`src/hw/mfio_consts.svh`:
```
// constants of the multifunction terminal logic
`ifndef MFIO_CONSTS_SVH
`define MFIO_CONSTS_SVH

// clock and timer base
`define MFIO_CLK_PERIOD_NS  25
`define MFIO_TICK_NS        100000000
`define MFIO_TICK_CYCLES    (`MFIO_TICK_NS / `MFIO_CLK_PERIOD_NS)

// register byte offsets
`define MFIO_OFS_INSEL_A    5'h00
`define MFIO_OFS_INSEL_B    5'h04
`define MFIO_OFS_OUTSEL     5'h08
`define MFIO_OFS_ON_DLY     5'h0c
`define MFIO_OFS_OFF_DLY    5'h10
`define MFIO_OFS_ZERO_LVL   5'h14
`define MFIO_OFS_CLOSE_DLY  5'h18
`define MFIO_OFS_STATUS     5'h1c

// reset values
`define MFIO_RST_INSEL1     8'h80
`define MFIO_RST_INSEL2     8'h84
`define MFIO_RST_INSEL3     8'h81
`define MFIO_RST_INSEL4     8'h83
`define MFIO_RST_INSEL5     8'h0f
`define MFIO_RST_OUTSEL1    8'h00
`define MFIO_RST_OUTSEL2    8'h01
`define MFIO_RST_OUTSEL3    8'h02
`define MFIO_RST_ON_DLY     16'h0000
`define MFIO_RST_OFF_DLY    16'h0000
`define MFIO_RST_ZERO_LVL   16'h0000
`define MFIO_RST_CLOSE_DLY  16'h000a

// input function codes
`define MFIO_IN_TIMER       8'h18
`define MFIO_IN_FEEDBACK    8'h86

// output function codes
`define MFIO_OUT_RUN        8'h00
`define MFIO_OUT_ZERO_SPD   8'h01
`define MFIO_OUT_READY      8'h06
`define MFIO_OUT_UNDERVOLT  8'h07
`define MFIO_OUT_BB         8'h08
`define MFIO_OUT_REF_SRC    8'h09
`define MFIO_OUT_RUN_SRC    8'h0a
`define MFIO_OUT_FAULT      8'h0e
`define MFIO_OUT_MINOR      8'h10
`define MFIO_OUT_RESET      8'h11
`define MFIO_OUT_TIMER      8'h12
`define MFIO_OUT_REVERSE    8'h1a
`define MFIO_OUT_BB2        8'h1b
`define MFIO_OUT_REGEN      8'h1d
`define MFIO_OUT_RUN2       8'h37

// status register fields
`define MFIO_ST_FAULT       0
`define MFIO_ST_CASE1       1
`define MFIO_ST_CASE2       2
`define MFIO_ST_CASE3       3
`define MFIO_ST_TIMER       4
`define MFIO_ST_RELAY       5
`define MFIO_ST_INPUTS      8
`define MFIO_ST_HWBB        13

`endif

```
`src/hw/mfio_pkg.sv`:
```
// types of the multifunction terminal logic
package mfio_pkg;

	// contactor supervision states, one-hot
	typedef enum logic [2:0] {
		CST_IDLE    = 3'b001,
		CST_CLOSING = 3'b010,
		CST_CLOSED  = 3'b100
	} mfio_cst_t;

	typedef logic [7:0] mfio_sel_t;

endpackage

```
`src/hw/mfio_sync.sv`:
```
// three-flop pin synchroniser with agreement filter
`timescale 1ns/1ps
`default_nettype none

module mfio_sync #(
	parameter int W = 1
) (
	// clock and reset
	input  wire logic         mclk_i,
	input  wire logic         reset_i,
	// pins and filtered levels
	input  wire logic [W-1:0] pin_i,
	output logic      [W-1:0] level_o
);

	logic [W-1:0] s1_r;
	logic [W-1:0] s2_r;
	logic [W-1:0] s3_r;

	// shift chain, first stage read only by the second
	always_ff @(posedge mclk_i) begin
		if (reset_i) begin
			s1_r <= '0;
			s2_r <= '0;
			s3_r <= '0;
		end else begin
			s1_r <= pin_i;
			s2_r <= s1_r;
			s3_r <= s2_r;
		end
	end

	// level follows once stages two and three agree
	always_ff @(posedge mclk_i) begin
		if (reset_i) begin
			level_o <= '0;
		end else begin
			for (int i = 0; i < W; i++) begin
				if (s2_r[i] == s3_r[i]) begin
					level_o[i] <= s3_r[i];
				end
			end
		end
	end

endmodule
`default_nettype wire

```
`src/hw/mfio_top.sv`:
```
// multifunction input/output terminal logic of a lift drive
// Operation
// - code 18 input, code 12 timer output
// - timer output on after on-delay
// - timer output off after off-delay
// - code 86 input is contactor feedback
// - fault: feedback closed before close command
// - fault: feedback late beyond close delay
// - fault: contactor opens while running
// - output selections reset to 0,1,2
// - code 0: run command or voltage
// - code 37: frequency being output
// - code 1: frequency below zero level
// - code 6: ready after clean initialisation
// - code 7: during DC bus undervoltage
// - code 8: during output baseblock
// - code 9: panel is frequency source
// - code A: panel is run source
// - code E: major fault except comm
// - code 10: minor fault present
// - code 11: fault reset command applied
// - code 1A: reverse run command active
// - code 1B: off during hardware baseblock
// - code 1D: regenerative operation
// - open baseblock input means baseblock
`timescale 1ns/1ps
`default_nettype none
`include "mfio_consts.svh"

module mfio_top
	import mfio_pkg::*;
#(
	parameter int TICK_CYCLES = `MFIO_TICK_CYCLES
) (
	// clock and reset
	input  wire logic        mclk_i,
	input  wire logic        reset_i,
	// avalon-mm slave
	input  wire logic [4:0]  avs_address_i,
	input  wire logic        avs_read_i,
	input  wire logic        avs_write_i,
	input  wire logic [31:0] avs_writedata_i,
	input  wire logic [3:0]  avs_byteenable_i,
	output logic      [31:0] avs_readdata_o,
	output logic             avs_waitrequest_o,
	// terminal pins
	input  wire logic [4:0]  term_in_i,
	input  wire logic        hw_baseblock_input_i,
	// drive status, same clock
	input  wire logic        run_cmd_i,
	input  wire logic        volt_out_i,
	input  wire logic        freq_out_i,
	input  wire logic [15:0] out_freq_i,
	input  wire logic        init_done_i,
	input  wire logic        undervolt_i,
	input  wire logic        baseblocked_i,
	input  wire logic        ref_src_panel_i,
	input  wire logic        run_src_panel_i,
	input  wire logic        major_fault_i,
	input  wire logic        control_comm_fault_a_i,
	input  wire logic        control_comm_fault_b_i,
	input  wire logic        minor_fault_i,
	input  wire logic        fault_reset_i,
	input  wire logic        reverse_cmd_i,
	input  wire logic        regen_i,
	input  wire logic        contactor_close_cmd_i,
	input  wire logic        drive_running_i,
	// relay outputs and fault
	output logic             relay_output_1_o,
	output logic             relay_output_2_o,
	output logic             relay_output_3_o,
	output logic             contactor_feedback_fault_o
);

	localparam int PW = $clog2(TICK_CYCLES + 1);
	localparam logic [PW-1:0] PRE_LAST = PW'(TICK_CYCLES - 1);

	////////////////////////////////////////////////////////////////////////
	// registers and state

	mfio_sel_t   in_sel_r [5];
	mfio_sel_t   out_sel_r [3];
	logic [15:0] on_dly_r;
	logic [15:0] off_dly_r;
	logic [15:0] zero_lvl_r;
	logic [15:0] close_dly_r;
	logic        wait_r;
	logic [4:0]  in_lvl;
	logic        s8_lvl;
	logic        hw_bb_act;
	logic        tmr_in;
	logic        fb_in;
	logic        fb_used;
	logic        tmr_out_r;
	logic [PW-1:0] tmr_pre_r;
	logic [15:0] tmr_tick_r;
	logic [PW-1:0] cst_pre_r;
	logic [15:0] cst_tick_r;
	mfio_cst_t   cst_r;
	logic        case1;
	logic        case2;
	logic        case3;
	logic [3:0]  flt_r;
	logic [2:0]  rel_r;
	logic        req;
	logic        wr_ok;
	logic        clr_flt;
	logic [31:0] wr_word;

	////////////////////////////////////////////////////////////////////////
	// helpers

	// byte-lane merge of a write
	function automatic logic [31:0] merge(input logic [31:0] old,
	                                      input logic [31:0] wd,
	                                      input logic [3:0]  be);
		logic [31:0] r;
		r = old;
		for (int b = 0; b < 4; b++) begin
			if (be[b]) begin
				r[8*b +: 8] = wd[8*b +: 8];
			end
		end
		return r;
	endfunction

	// current contents of a register word, unmapped reads as zero
	function automatic logic [31:0] reg_word(input logic [4:0] a);
		logic [31:0] w;
		w = 32'h00000000;
		case (a)
			`MFIO_OFS_INSEL_A:   w = {in_sel_r[3], in_sel_r[2], in_sel_r[1],
			                          in_sel_r[0]};
			`MFIO_OFS_INSEL_B:   w = {24'h000000, in_sel_r[4]};
			`MFIO_OFS_OUTSEL:    w = {8'h00, out_sel_r[2], out_sel_r[1],
			                          out_sel_r[0]};
			`MFIO_OFS_ON_DLY:    w = {16'h0000, on_dly_r};
			`MFIO_OFS_OFF_DLY:   w = {16'h0000, off_dly_r};
			`MFIO_OFS_ZERO_LVL:  w = {16'h0000, zero_lvl_r};
			`MFIO_OFS_CLOSE_DLY: w = {16'h0000, close_dly_r};
			`MFIO_OFS_STATUS:    w = {18'h00000, hw_bb_act, in_lvl, rel_r,
			                          tmr_out_r, flt_r};
			default:             w = 32'h00000000;
		endcase
		return w;
	endfunction

	// output function selected by a code
	function automatic logic out_fn(input mfio_sel_t code);
		logic v;
		v = 1'b0;
		case (code)
			`MFIO_OUT_RUN:       v = run_cmd_i | volt_out_i;
			`MFIO_OUT_RUN2:      v = freq_out_i;
			`MFIO_OUT_ZERO_SPD:  v = out_freq_i < zero_lvl_r;
			`MFIO_OUT_READY:     v = init_done_i & ~major_fault_i;
			`MFIO_OUT_UNDERVOLT: v = undervolt_i;
			`MFIO_OUT_BB:        v = baseblocked_i | hw_bb_act;
			`MFIO_OUT_REF_SRC:   v = ref_src_panel_i;
			`MFIO_OUT_RUN_SRC:   v = run_src_panel_i;
			`MFIO_OUT_FAULT:     v = major_fault_i & ~control_comm_fault_a_i
			                         & ~control_comm_fault_b_i;
			`MFIO_OUT_MINOR:     v = minor_fault_i;
			`MFIO_OUT_RESET:     v = fault_reset_i;
			`MFIO_OUT_TIMER:     v = tmr_out_r;
			`MFIO_OUT_REVERSE:   v = reverse_cmd_i;
			`MFIO_OUT_BB2:       v = ~hw_bb_act;
			`MFIO_OUT_REGEN:     v = regen_i;
			default:             v = 1'b0;
		endcase
		return v;
	endfunction

	////////////////////////////////////////////////////////////////////////
	// pin synchronisers

	mfio_sync #(.W(6)) u_sync (
		.mclk_i  (mclk_i),
		.reset_i (reset_i),
		.pin_i   ({hw_baseblock_input_i, term_in_i}),
		.level_o ({s8_lvl, in_lvl})
	);

	assign hw_bb_act = ~s8_lvl;

	// input function routing
	always_comb begin
		tmr_in  = 1'b0;
		fb_in   = 1'b0;
		fb_used = 1'b0;
		for (int i = 0; i < 5; i++) begin
			tmr_in = tmr_in | (in_lvl[i] & (in_sel_r[i] == `MFIO_IN_TIMER));
			fb_in   = fb_in | (in_lvl[i] & (in_sel_r[i] == `MFIO_IN_FEEDBACK));
			fb_used = fb_used | (in_sel_r[i] == `MFIO_IN_FEEDBACK);
		end
	end

	////////////////////////////////////////////////////////////////////////
	// avalon slave, one wait cycle per access

	assign req     = avs_read_i | avs_write_i;
	assign wr_ok   = avs_write_i & ~wait_r;
	assign clr_flt = wr_ok & (avs_address_i == `MFIO_OFS_STATUS)
	                 & avs_byteenable_i[0]
	                 & avs_writedata_i[`MFIO_ST_FAULT];

	// addressed word with the written byte lanes merged in
	always_comb begin
		wr_word = merge(reg_word(avs_address_i), avs_writedata_i,
		                avs_byteenable_i);
	end

	// waitrequest drops for one cycle after a request
	always_ff @(posedge mclk_i) begin
		if (reset_i) begin
			wait_r <= 1'b1;
		end else begin
			wait_r <= ~(req & wait_r);
		end
	end
	assign avs_waitrequest_o = wait_r;

	// configuration writes
	always_ff @(posedge mclk_i) begin
		if (reset_i) begin
			in_sel_r[0] <= `MFIO_RST_INSEL1;
			in_sel_r[1] <= `MFIO_RST_INSEL2;
			in_sel_r[2] <= `MFIO_RST_INSEL3;
			in_sel_r[3] <= `MFIO_RST_INSEL4;
			in_sel_r[4] <= `MFIO_RST_INSEL5;
			out_sel_r[0] <= `MFIO_RST_OUTSEL1;
			out_sel_r[1] <= `MFIO_RST_OUTSEL2;
			out_sel_r[2] <= `MFIO_RST_OUTSEL3;
			on_dly_r    <= `MFIO_RST_ON_DLY;
			off_dly_r   <= `MFIO_RST_OFF_DLY;
			zero_lvl_r  <= `MFIO_RST_ZERO_LVL;
			close_dly_r <= `MFIO_RST_CLOSE_DLY;
		end else if (wr_ok) begin
			case (avs_address_i)
				`MFIO_OFS_INSEL_A: begin
					in_sel_r[0] <= wr_word[7:0];
					in_sel_r[1] <= wr_word[15:8];
					in_sel_r[2] <= wr_word[23:16];
					in_sel_r[3] <= wr_word[31:24];
				end
				`MFIO_OFS_INSEL_B:   in_sel_r[4] <= wr_word[7:0];
				`MFIO_OFS_OUTSEL: begin
					out_sel_r[0] <= wr_word[7:0];
					out_sel_r[1] <= wr_word[15:8];
					out_sel_r[2] <= wr_word[23:16];
				end
				`MFIO_OFS_ON_DLY:    on_dly_r    <= wr_word[15:0];
				`MFIO_OFS_OFF_DLY:   off_dly_r   <= wr_word[15:0];
				`MFIO_OFS_ZERO_LVL:  zero_lvl_r  <= wr_word[15:0];
				`MFIO_OFS_CLOSE_DLY: close_dly_r <= wr_word[15:0];
				default: begin
				end
			endcase
		end
	end

	// read data, unmapped reads as zero
	always_ff @(posedge mclk_i) begin
		if (reset_i) begin
			avs_readdata_o <= 32'h00000000;
		end else begin
			avs_readdata_o <= reg_word(avs_address_i);
		end
	end

	////////////////////////////////////////////////////////////////////////
	// input-to-output timer, delays in 0.1 s steps

	always_ff @(posedge mclk_i) begin
		if (reset_i) begin
			tmr_out_r  <= 1'b0;
			tmr_pre_r  <= '0;
			tmr_tick_r <= 16'h0000;
		end else if (tmr_in == tmr_out_r) begin
			tmr_pre_r  <= '0;
			tmr_tick_r <= 16'h0000;
		end else if (tmr_tick_r >= (tmr_in ? on_dly_r : off_dly_r)) begin
			tmr_out_r  <= tmr_in;
			tmr_pre_r  <= '0;
			tmr_tick_r <= 16'h0000;
		end else if (tmr_pre_r == PRE_LAST) begin
			tmr_pre_r  <= '0;
			tmr_tick_r <= tmr_tick_r + 16'h0001;
		end else begin
			tmr_pre_r  <= tmr_pre_r + PW'(1);
		end
	end

	////////////////////////////////////////////////////////////////////////
	// contactor answer-back supervision

	assign case1 = fb_used & (cst_r == CST_IDLE) & fb_in
	               & ~contactor_close_cmd_i;
	assign case2 = fb_used & (cst_r == CST_CLOSING) & ~fb_in
	               & (cst_tick_r >= close_dly_r);
	assign case3 = fb_used & (cst_r == CST_CLOSED) & ~fb_in
	               & drive_running_i;

	always_ff @(posedge mclk_i) begin
		if (reset_i) begin
			cst_r <= CST_IDLE;
		end else begin
			case (cst_r)
				CST_IDLE: begin
					if (contactor_close_cmd_i) cst_r <= CST_CLOSING;
				end
				CST_CLOSING: begin
					if (!contactor_close_cmd_i) cst_r <= CST_IDLE;
					else if (fb_in)             cst_r <= CST_CLOSED;
				end
				CST_CLOSED: begin
					if (!contactor_close_cmd_i) cst_r <= CST_IDLE;
				end
				default: cst_r <= CST_IDLE;
			endcase
		end
	end

	// close delay counter, runs only while closing
	always_ff @(posedge mclk_i) begin
		if (reset_i || cst_r != CST_CLOSING) begin
			cst_pre_r  <= '0;
			cst_tick_r <= 16'h0000;
		end else if (cst_pre_r == PRE_LAST) begin
			cst_pre_r  <= '0;
			if (cst_tick_r != 16'hffff) cst_tick_r <= cst_tick_r + 16'h0001;
		end else begin
			cst_pre_r  <= cst_pre_r + PW'(1);
		end
	end

	// sticky fault and cause, a new cause wins over a clear
	always_ff @(posedge mclk_i) begin
		if (reset_i) begin
			flt_r <= 4'h0;
		end else begin
			if (clr_flt || fault_reset_i) flt_r <= 4'h0;
			if (case1 || case2 || case3) begin
				flt_r <= (clr_flt || fault_reset_i ? 4'h0 : flt_r)
				         | {case3, case2, case1, 1'b1};
			end
		end
	end
	assign contactor_feedback_fault_o = flt_r[`MFIO_ST_FAULT];

	////////////////////////////////////////////////////////////////////////
	// relay outputs

	always_ff @(posedge mclk_i) begin
		if (reset_i) begin
			rel_r <= 3'b000;
		end else begin
			for (int k = 0; k < 3; k++) begin
				rel_r[k] <= out_fn(out_sel_r[k]);
			end
		end
	end
	assign relay_output_1_o = rel_r[0];
	assign relay_output_2_o = rel_r[1];
	assign relay_output_3_o = rel_r[2];
endmodule
`default_nettype wire

```
`config.mk`:
```
export PLATFORM = sky130hd
export DESIGN_NAME = mfio_top
export DESIGN_NICKNAME = d
export VERILOG_FILES = /design/src/hw/mfio_pkg.sv /design/src/hw/mfio_sync.sv /design/src/hw/mfio_top.sv
export VERILOG_INCLUDE_DIRS = /design/src /design/src/hw
export SDC_FILE = /design/constraint.sdc
export NUM_CORES = 1
export LEC_CHECK = 0
export BUFFER_PORTS_ARGS = -buffer_cell sky130_fd_sc_hd__clkbuf_2
export CAP_MARGIN = 20
export CORE_ASPECT_RATIO = 0.6
export CORE_MARGIN = 2
export CORE_UTILIZATION = 62
export CTS_BUF_LIST = sky130_fd_sc_hd__clkbuf_8
export DETAILED_ROUTE_END_ITERATION = 7
export HOLD_SLACK_MARGIN = 0.06
export MAX_ROUTING_LAYER = met4
export PLACE_DENSITY_LB_ADDON = 0.12
export SYNTH_ARGS = -nofsm -noshare
export SYNTH_HDL_FRONTEND = slang
export SYNTH_HIERARCHICAL = 1
export SYNTH_SLANG_ARGS = --single-unit
export TNS_END_PERCENT = 30
```
`constraint.sdc`:
```
create_clock -name mclk_i -period 4.3 [get_ports mclk_i]
set_input_delay 0.215 -clock mclk_i [delete_from_list [all_inputs] [get_ports mclk_i]]
set_output_delay 0.215 -clock mclk_i [all_outputs]
set_load 0.02 [all_outputs]
```
## Yosys cells after proc, flatten, opt, wreduce, memory -nomap -nowiden

Memories as Yosys holds them, arrays and structs flattened.
Index checks and enable logic that the tools add are counted.

| storage, ports and cells | value |
|---|---|
| register bits after elaboration | 208 |
| memory bits (writable) | 64 |
| output and inout bits | 37 |
| word-level logic and storage cells | 224 |
| memories | 2 |

Memory list:

| memory | depth | bits a word | read ports | clocked after memory_dff | wr ports | RTL line | RTL |
|---|---|---|---|---|---|---|---|
| in_sel_r | 5 | 8 | 5 | 0 | 5 | mfio_top.sv:81 | `mfio_sel_t in_sel_r [5];` |
| out_sel_r | 3 | 8 | 3 | 0 | 3 | mfio_top.sv:82 | `mfio_sel_t out_sel_r [3];` |

| cells by class | value |
|---|---|
| $add $sub $neg | 4 |
| magnitude comparators | 3 |
| eq/ne operators | 76 |
| mux-type cells | 38 |
| bitwise gates (word level) | 60 |
| reduce and logical (&&, ||, !) cells | 18 |

Operator list:

| operator | count |
|---|---|
| $pmux 32 s8 | 1 |
| $eq 8x5->1 const B | 23 |
| $eq 8x4->1 const B | 12 |
| $mux 8 | 12 |
| $eq 8x3->1 const B | 6 |
| $pmux 1 s15 | 3 |
| $add 22x1->22 const B | 2 |
| $eq 22x22->1 const B | 2 |
| $eq 8x8->1 const B | 5 |
| $add 16x1->16 const B | 2 |
| $ge 16x16->1 | 2 |
| $and 1x1->1 | 27 |
| $eq 8x1->1 const B | 3 |
| $eq 8x6->1 const B | 3 |
| $logic_not 8->1 | 3 |
| $or 1x1->1 | 23 |
| $eq 5x5->1 const B | 4 |
| $lt 16x16->1 | 1 |
| $mux 16 | 1 |
| $ne 16x16->1 const B | 1 |
| $mux 1 | 14 |
| $mux 3 | 4 |
| $reduce_and 2->1 | 6 |
| $eq 5x4->1 const B | 2 |
| other kinds (18) | 37 |

## Logic depth before layout (Yosys ltp)

| logic depth | value |
|---|---|
| depth in word-level cells | 12 |
| mapped depth | 16 |
| gate-level depth less buffers | 12 |

## By module

The synthesis kept the hierarchy.

Modules (own cells, without submodules):

| module | times used | cells an instance | area each (sq um) | seq. area each (sq um) |
|---|---|---|---|---|
| mfio_top | 1 | 1451 | 13021.2 | 5605.4 |
| mfio_sync | 1 | 62 | 720.7 | 480.5 |

## Least setup slack after synthesis

OpenSTA, ideal clock, no wires.

| timing path | value |
|---|---|
| path kind | flip-flop to flip-flop |
| from | memory in_sel_r[0][22] (netlist name) |
| to | register tmr_pre_r[10] |
| setup time | 0.078 ns |
| arrival | 3.488 ns |
| path slack | 0.734 ns |
| stages on the path, launching flop included | 17 |
| buffers on the path | 4 |
| cell sequence | edfxtp_1 -> nor4b_2 -> nor4b_1 -> a31oi_1 -> nand3_1 -> buf_4 -> buf_2 -> mux2i_1 -> ha_1 -> a21oi_1 -> o21ai_0 -> a2111oi_0 -> o311a_1 -> o21ai_1 -> buf_2 -> buf_2 -> nor3_1 |

RTL lines:

| what | RTL line | RTL |
|---|---|---|
| start: declaration | mfio_top.sv:81 |  |
| end signal: assignment | mfio_top.sv:290 | `tmr_pre_r <= tmr_pre_r + PW'(1);` |
| end: declaration | mfio_top.sv:95 | `logic [PW-1:0] tmr_pre_r;` |

==> summary.md <==
| Metric | Value |
|---|---|
| Finished Core Util | `71.1%` |
| Largest net degree at the start of global routing | `53` |
| Most common cell after layout, fill and taps aside | `dfxtp_1` |
| Status | `completed` |
| Data arrival, critical path | `4.69 ns` |
| CP max FO | `38` |
| Worst-case reg-to-reg path depth | `14` |
| Seq cells post-synth | `272` |
| TritonCTS Buffers | `41` |
| Initial antenna violation count | `1` |
| Cell row count | `42` |
| Power Density | `332 mW/mm²` |
| DRT Pass-1 Iters | `5` |
| DP Worst Slack | `0.168 ns` |
| Reg clk slew, reported paths | `0.07 ns` |
| Overflow after GRT | `0` |
| Ys flop type | `dfxtp_1` |
| Root buffer cell | `clkbuf_8` |
| FILL cells | `1740` |
| Worst vdd ir | `0.275 mV` |
| Initial Utilization | `62.7%` |
| Fmax | `237 MHz` |
| Die Wd | `196 µm` |
| Slew HR | `24.4%` |
| R2r startpoint | `in_sel_r[0][22]` |
| Cells after Synth | `1513` |
| Setup CP Type | `reg2reg` |
| YS warnings | `6` |
| Final cell count without fillers | `1959` |
| Via/cell ratio | `6.26` |
| Setup crit end kind | `flip-flop` |
| Hold Path Class | `in2reg` |
| Cell area after synthesis | `0.0137 mm²` |
| Number of flops mapped to enable cells by yosys | `64` |
| DR vias | `12267` |
| Syn Nets | `1648` |
| Buffer depth of the longest clock path | `3` |
| Synth unique cells | `75` |
| WL final | `40.1 mm` |
| First-pass GRT wire length | `62.6 mm` |
| Worst-Margin Slew | `1.10 ns` |
| Req. time, crit path | `4.77 ns` |
| Final period demand of the worst path | `4.22 ns` |
| Setup TNS | `0 ns` |
| Pleak | `5.84 nW` |
| Flop2flop setup slack | `0.08 ns` |
| DP Cell Count | `1859` |
| Area grow syn2layout | `13.4%` |
| Slew Limit Fails | `0` |
| Final clock skew | `0.0274 ns` |
| Post-Layout Inst Area | `0.0156 mm²` |
| Die area | `0.0234 mm²` |
| Total Power | `5.17 mW` |
| CP startpoint | `in_sel_r[0][22]` |
| Count of max-cap constraint violations | `0` |
| CTS tree | `yes` |
| Fin nets | `1775` |
| Sink Count | `272` |
| Final Hold Vio Count | `0` |
| Drt wl/cell | `20.5 µm` |
| Hold slack | `0.0590 ns` |
| Register area share after synthesis | `44.3%` |
| Worst skew pair latency | `0.57 ns` |
| Number of global-route vias before repair | `11414` |
| Die Y | `119 µm` |
| DRT iter0 DRCs | `1170` |
| Post-synthesis async set-or-reset flop share | `0%` |
| Core Box Area | `0.0219 mm²` |
| DP HPWL | `29.1 mm` |
| H-Tree Depth | `2` |
| Crit start category | `flip-flop` |
| Final setup vio count | `0` |
| Port Buffers | `120` |
| GPL Wtd Cong | `0.962` |
| Layout cells sized above 1 | `14.6%` |
| Post-DP Area | `0.0145 mm²` |
| Final worst slack | `0.0785 ns` |
| Commonest non-fill, non-tap cells in the layout | `dfxtp_1, nand2_1, nor2_1` |
| ANT nets after route | `0` |
| RR Endpoint | `tmr_pre_r[7]` |
| Critical Path End | `tmr_pre_r[7]` |
| Share of the clock period used by the worst path | `98.2%` |
| DRC | `0` |
| I/O pin count | `121` |
| Total GRT Usage | `35.5%` |
| Avg Synthesized Cell Area | `9.08 µm²` |
## sequential cells by signal, summed over array words and instances (netlist names)
name	flops
in_sel_r	40
avs_readdata_o	32
out_sel_r	24
cst_pre_r	22
tmr_pre_r	22
close_dly_r	16
cst_tick_r	16
off_dly_r	16
on_dly_r	16
tmr_tick_r	16
zero_lvl_r	16
u_sync/level_o	6
u_sync/s1_r	6
u_sync/s2_r	6
u_sync/s3_r	6
flt_r	4
cst_r	3
rel_r	3
avs_waitrequest_o	1
tmr_out_r	1
## worst min path at each step
stage / endpoint / startpoint / slack, ns / cells after the start
2_1_floorplan: avs_waitrequest_o / avs_read_i / 0.33 / 1
3_3_place_gp: u_sync/s2_r[3] / u_sync/s1_r[3] / 0.42 / 1
3_5_place_dp: avs_waitrequest_o / avs_read_i / 0.42 / 2
4_1_cts: in_sel_r[0][22] / avs_writedata_i[22] / 0.06 / 3
5_1_grt: off_dly_r[5] / avs_writedata_i[5] / 0.09 / 3
6_report: in_sel_r[0][22] / avs_writedata_i[22] / 0.06 / 3
## logic make-up (layout without fill, tap and decap cells)
group | after synthesis | count (layout) | share of synthesized area, %
compound gates | 253 | 253 | 12.4
xor+xnor | 73 | 73 | 4.65
fa+ha+maj | 51 | 51 | 4.64
buf+inv | 130 | 289 | 4.03
flops | 272 | 272 | 44.3
mux | 48 | 48 | 3.64
other cells | 0 | 1 | 0
simple gates | 686 | 686 | 26.4
## Yosys cell counts, drive strengths merged (7+ instances only)
master / number / area share [%]
nor4b: 12 / 0.81
nor3b: 8 / 0.47
nor4bb: 7 / 0.51
buf: 32 / 1.4
o21ai: 46 / 1.7
a22o: 10 / 0.64
clkbuf: 53 / 1.4
inv: 45 / 1.2
nor2: 123 / 3.4
o22ai: 12 / 0.55
and3: 64 / 2.9
nor4: 20 / 1.0
a2111oi: 13 / 1.1
nand2b: 13 / 0.59
a21oi: 76 / 2.8
ha: 51 / 4.6
dfxtp: 208 / 30
and4: 17 / 1.1
xnor2: 25 / 1.6
nand2: 155 / 4.2
nor3: 48 / 2.1
a211oi: 10 / 0.55
xor2: 48 / 3.1
a31oi: 22 / 1.2
nand4: 39 / 1.8
and2: 33 / 1.5
nand3: 102 / 3.7
nor2b: 26 / 1.3
edfxtp: 64 / 14
o31ai: 7 / 0.38
mux2i: 44 / 3.3
a22oi: 12 / 0.66
## report_power, final
group / leakage, nW / internal, mW / switching, mW
Combinational: 3.07 / 0.119 / 0.206
Clock: 0.476 / 1.11 / 1.05
Sequential: 2.29 / 2.64 / 0.0378
Total: 5.84 / 3.87 / 1.30
## repair_timing
item,4_1_cts,5_1_grt
gates resized for setup,0,1
hold buffers,23,0
endpoints found under the hold margin,29,0
setup buffers,0,0
setup endpoints to repair,0,14
## layout make-up
cell class                      instances  area [µm²]  area share, %
Clock inverter                         29         179           1.15
Timing Repair Buffer                  169        1040           6.69
Multi-Input combinational cell       1111        7110           45.7
Antenna cell                            1        2.50         0.0161
Sequential cell                       272        6090           39.1
Tap cell                              286         358           2.30
Inverter                               45         169           1.08
Clock buffer                           46         633           4.06
## per-layer routing
layer,vias to the layer above,GRT usage (%),part of all wire [%]
met5,-,-,0
met4,0,7.86,1.4
met3,60,11.2,13
met2,691,47.7,40
met1,5770,51.8,45
li1,5746,-,-
## worst max-delay path, stage by stage, from the launching register on
cell and delay (ns):
edfxtp_1 0.42, nor4b_2 0.35, nor4b_1 0.36, a31oi_1 0.12, nand3_1 0.33, buf_4 0.33
mux2i_1 0.22, ha_1 0.29, nand2_1 0.08, nor2_1 0.05, a2111oi_1 0.61, o311a_1 0.35
o21ai_2 0.10, buf_12 0.21, nor4_1 0.31
(Power assumes the default switching activity.)
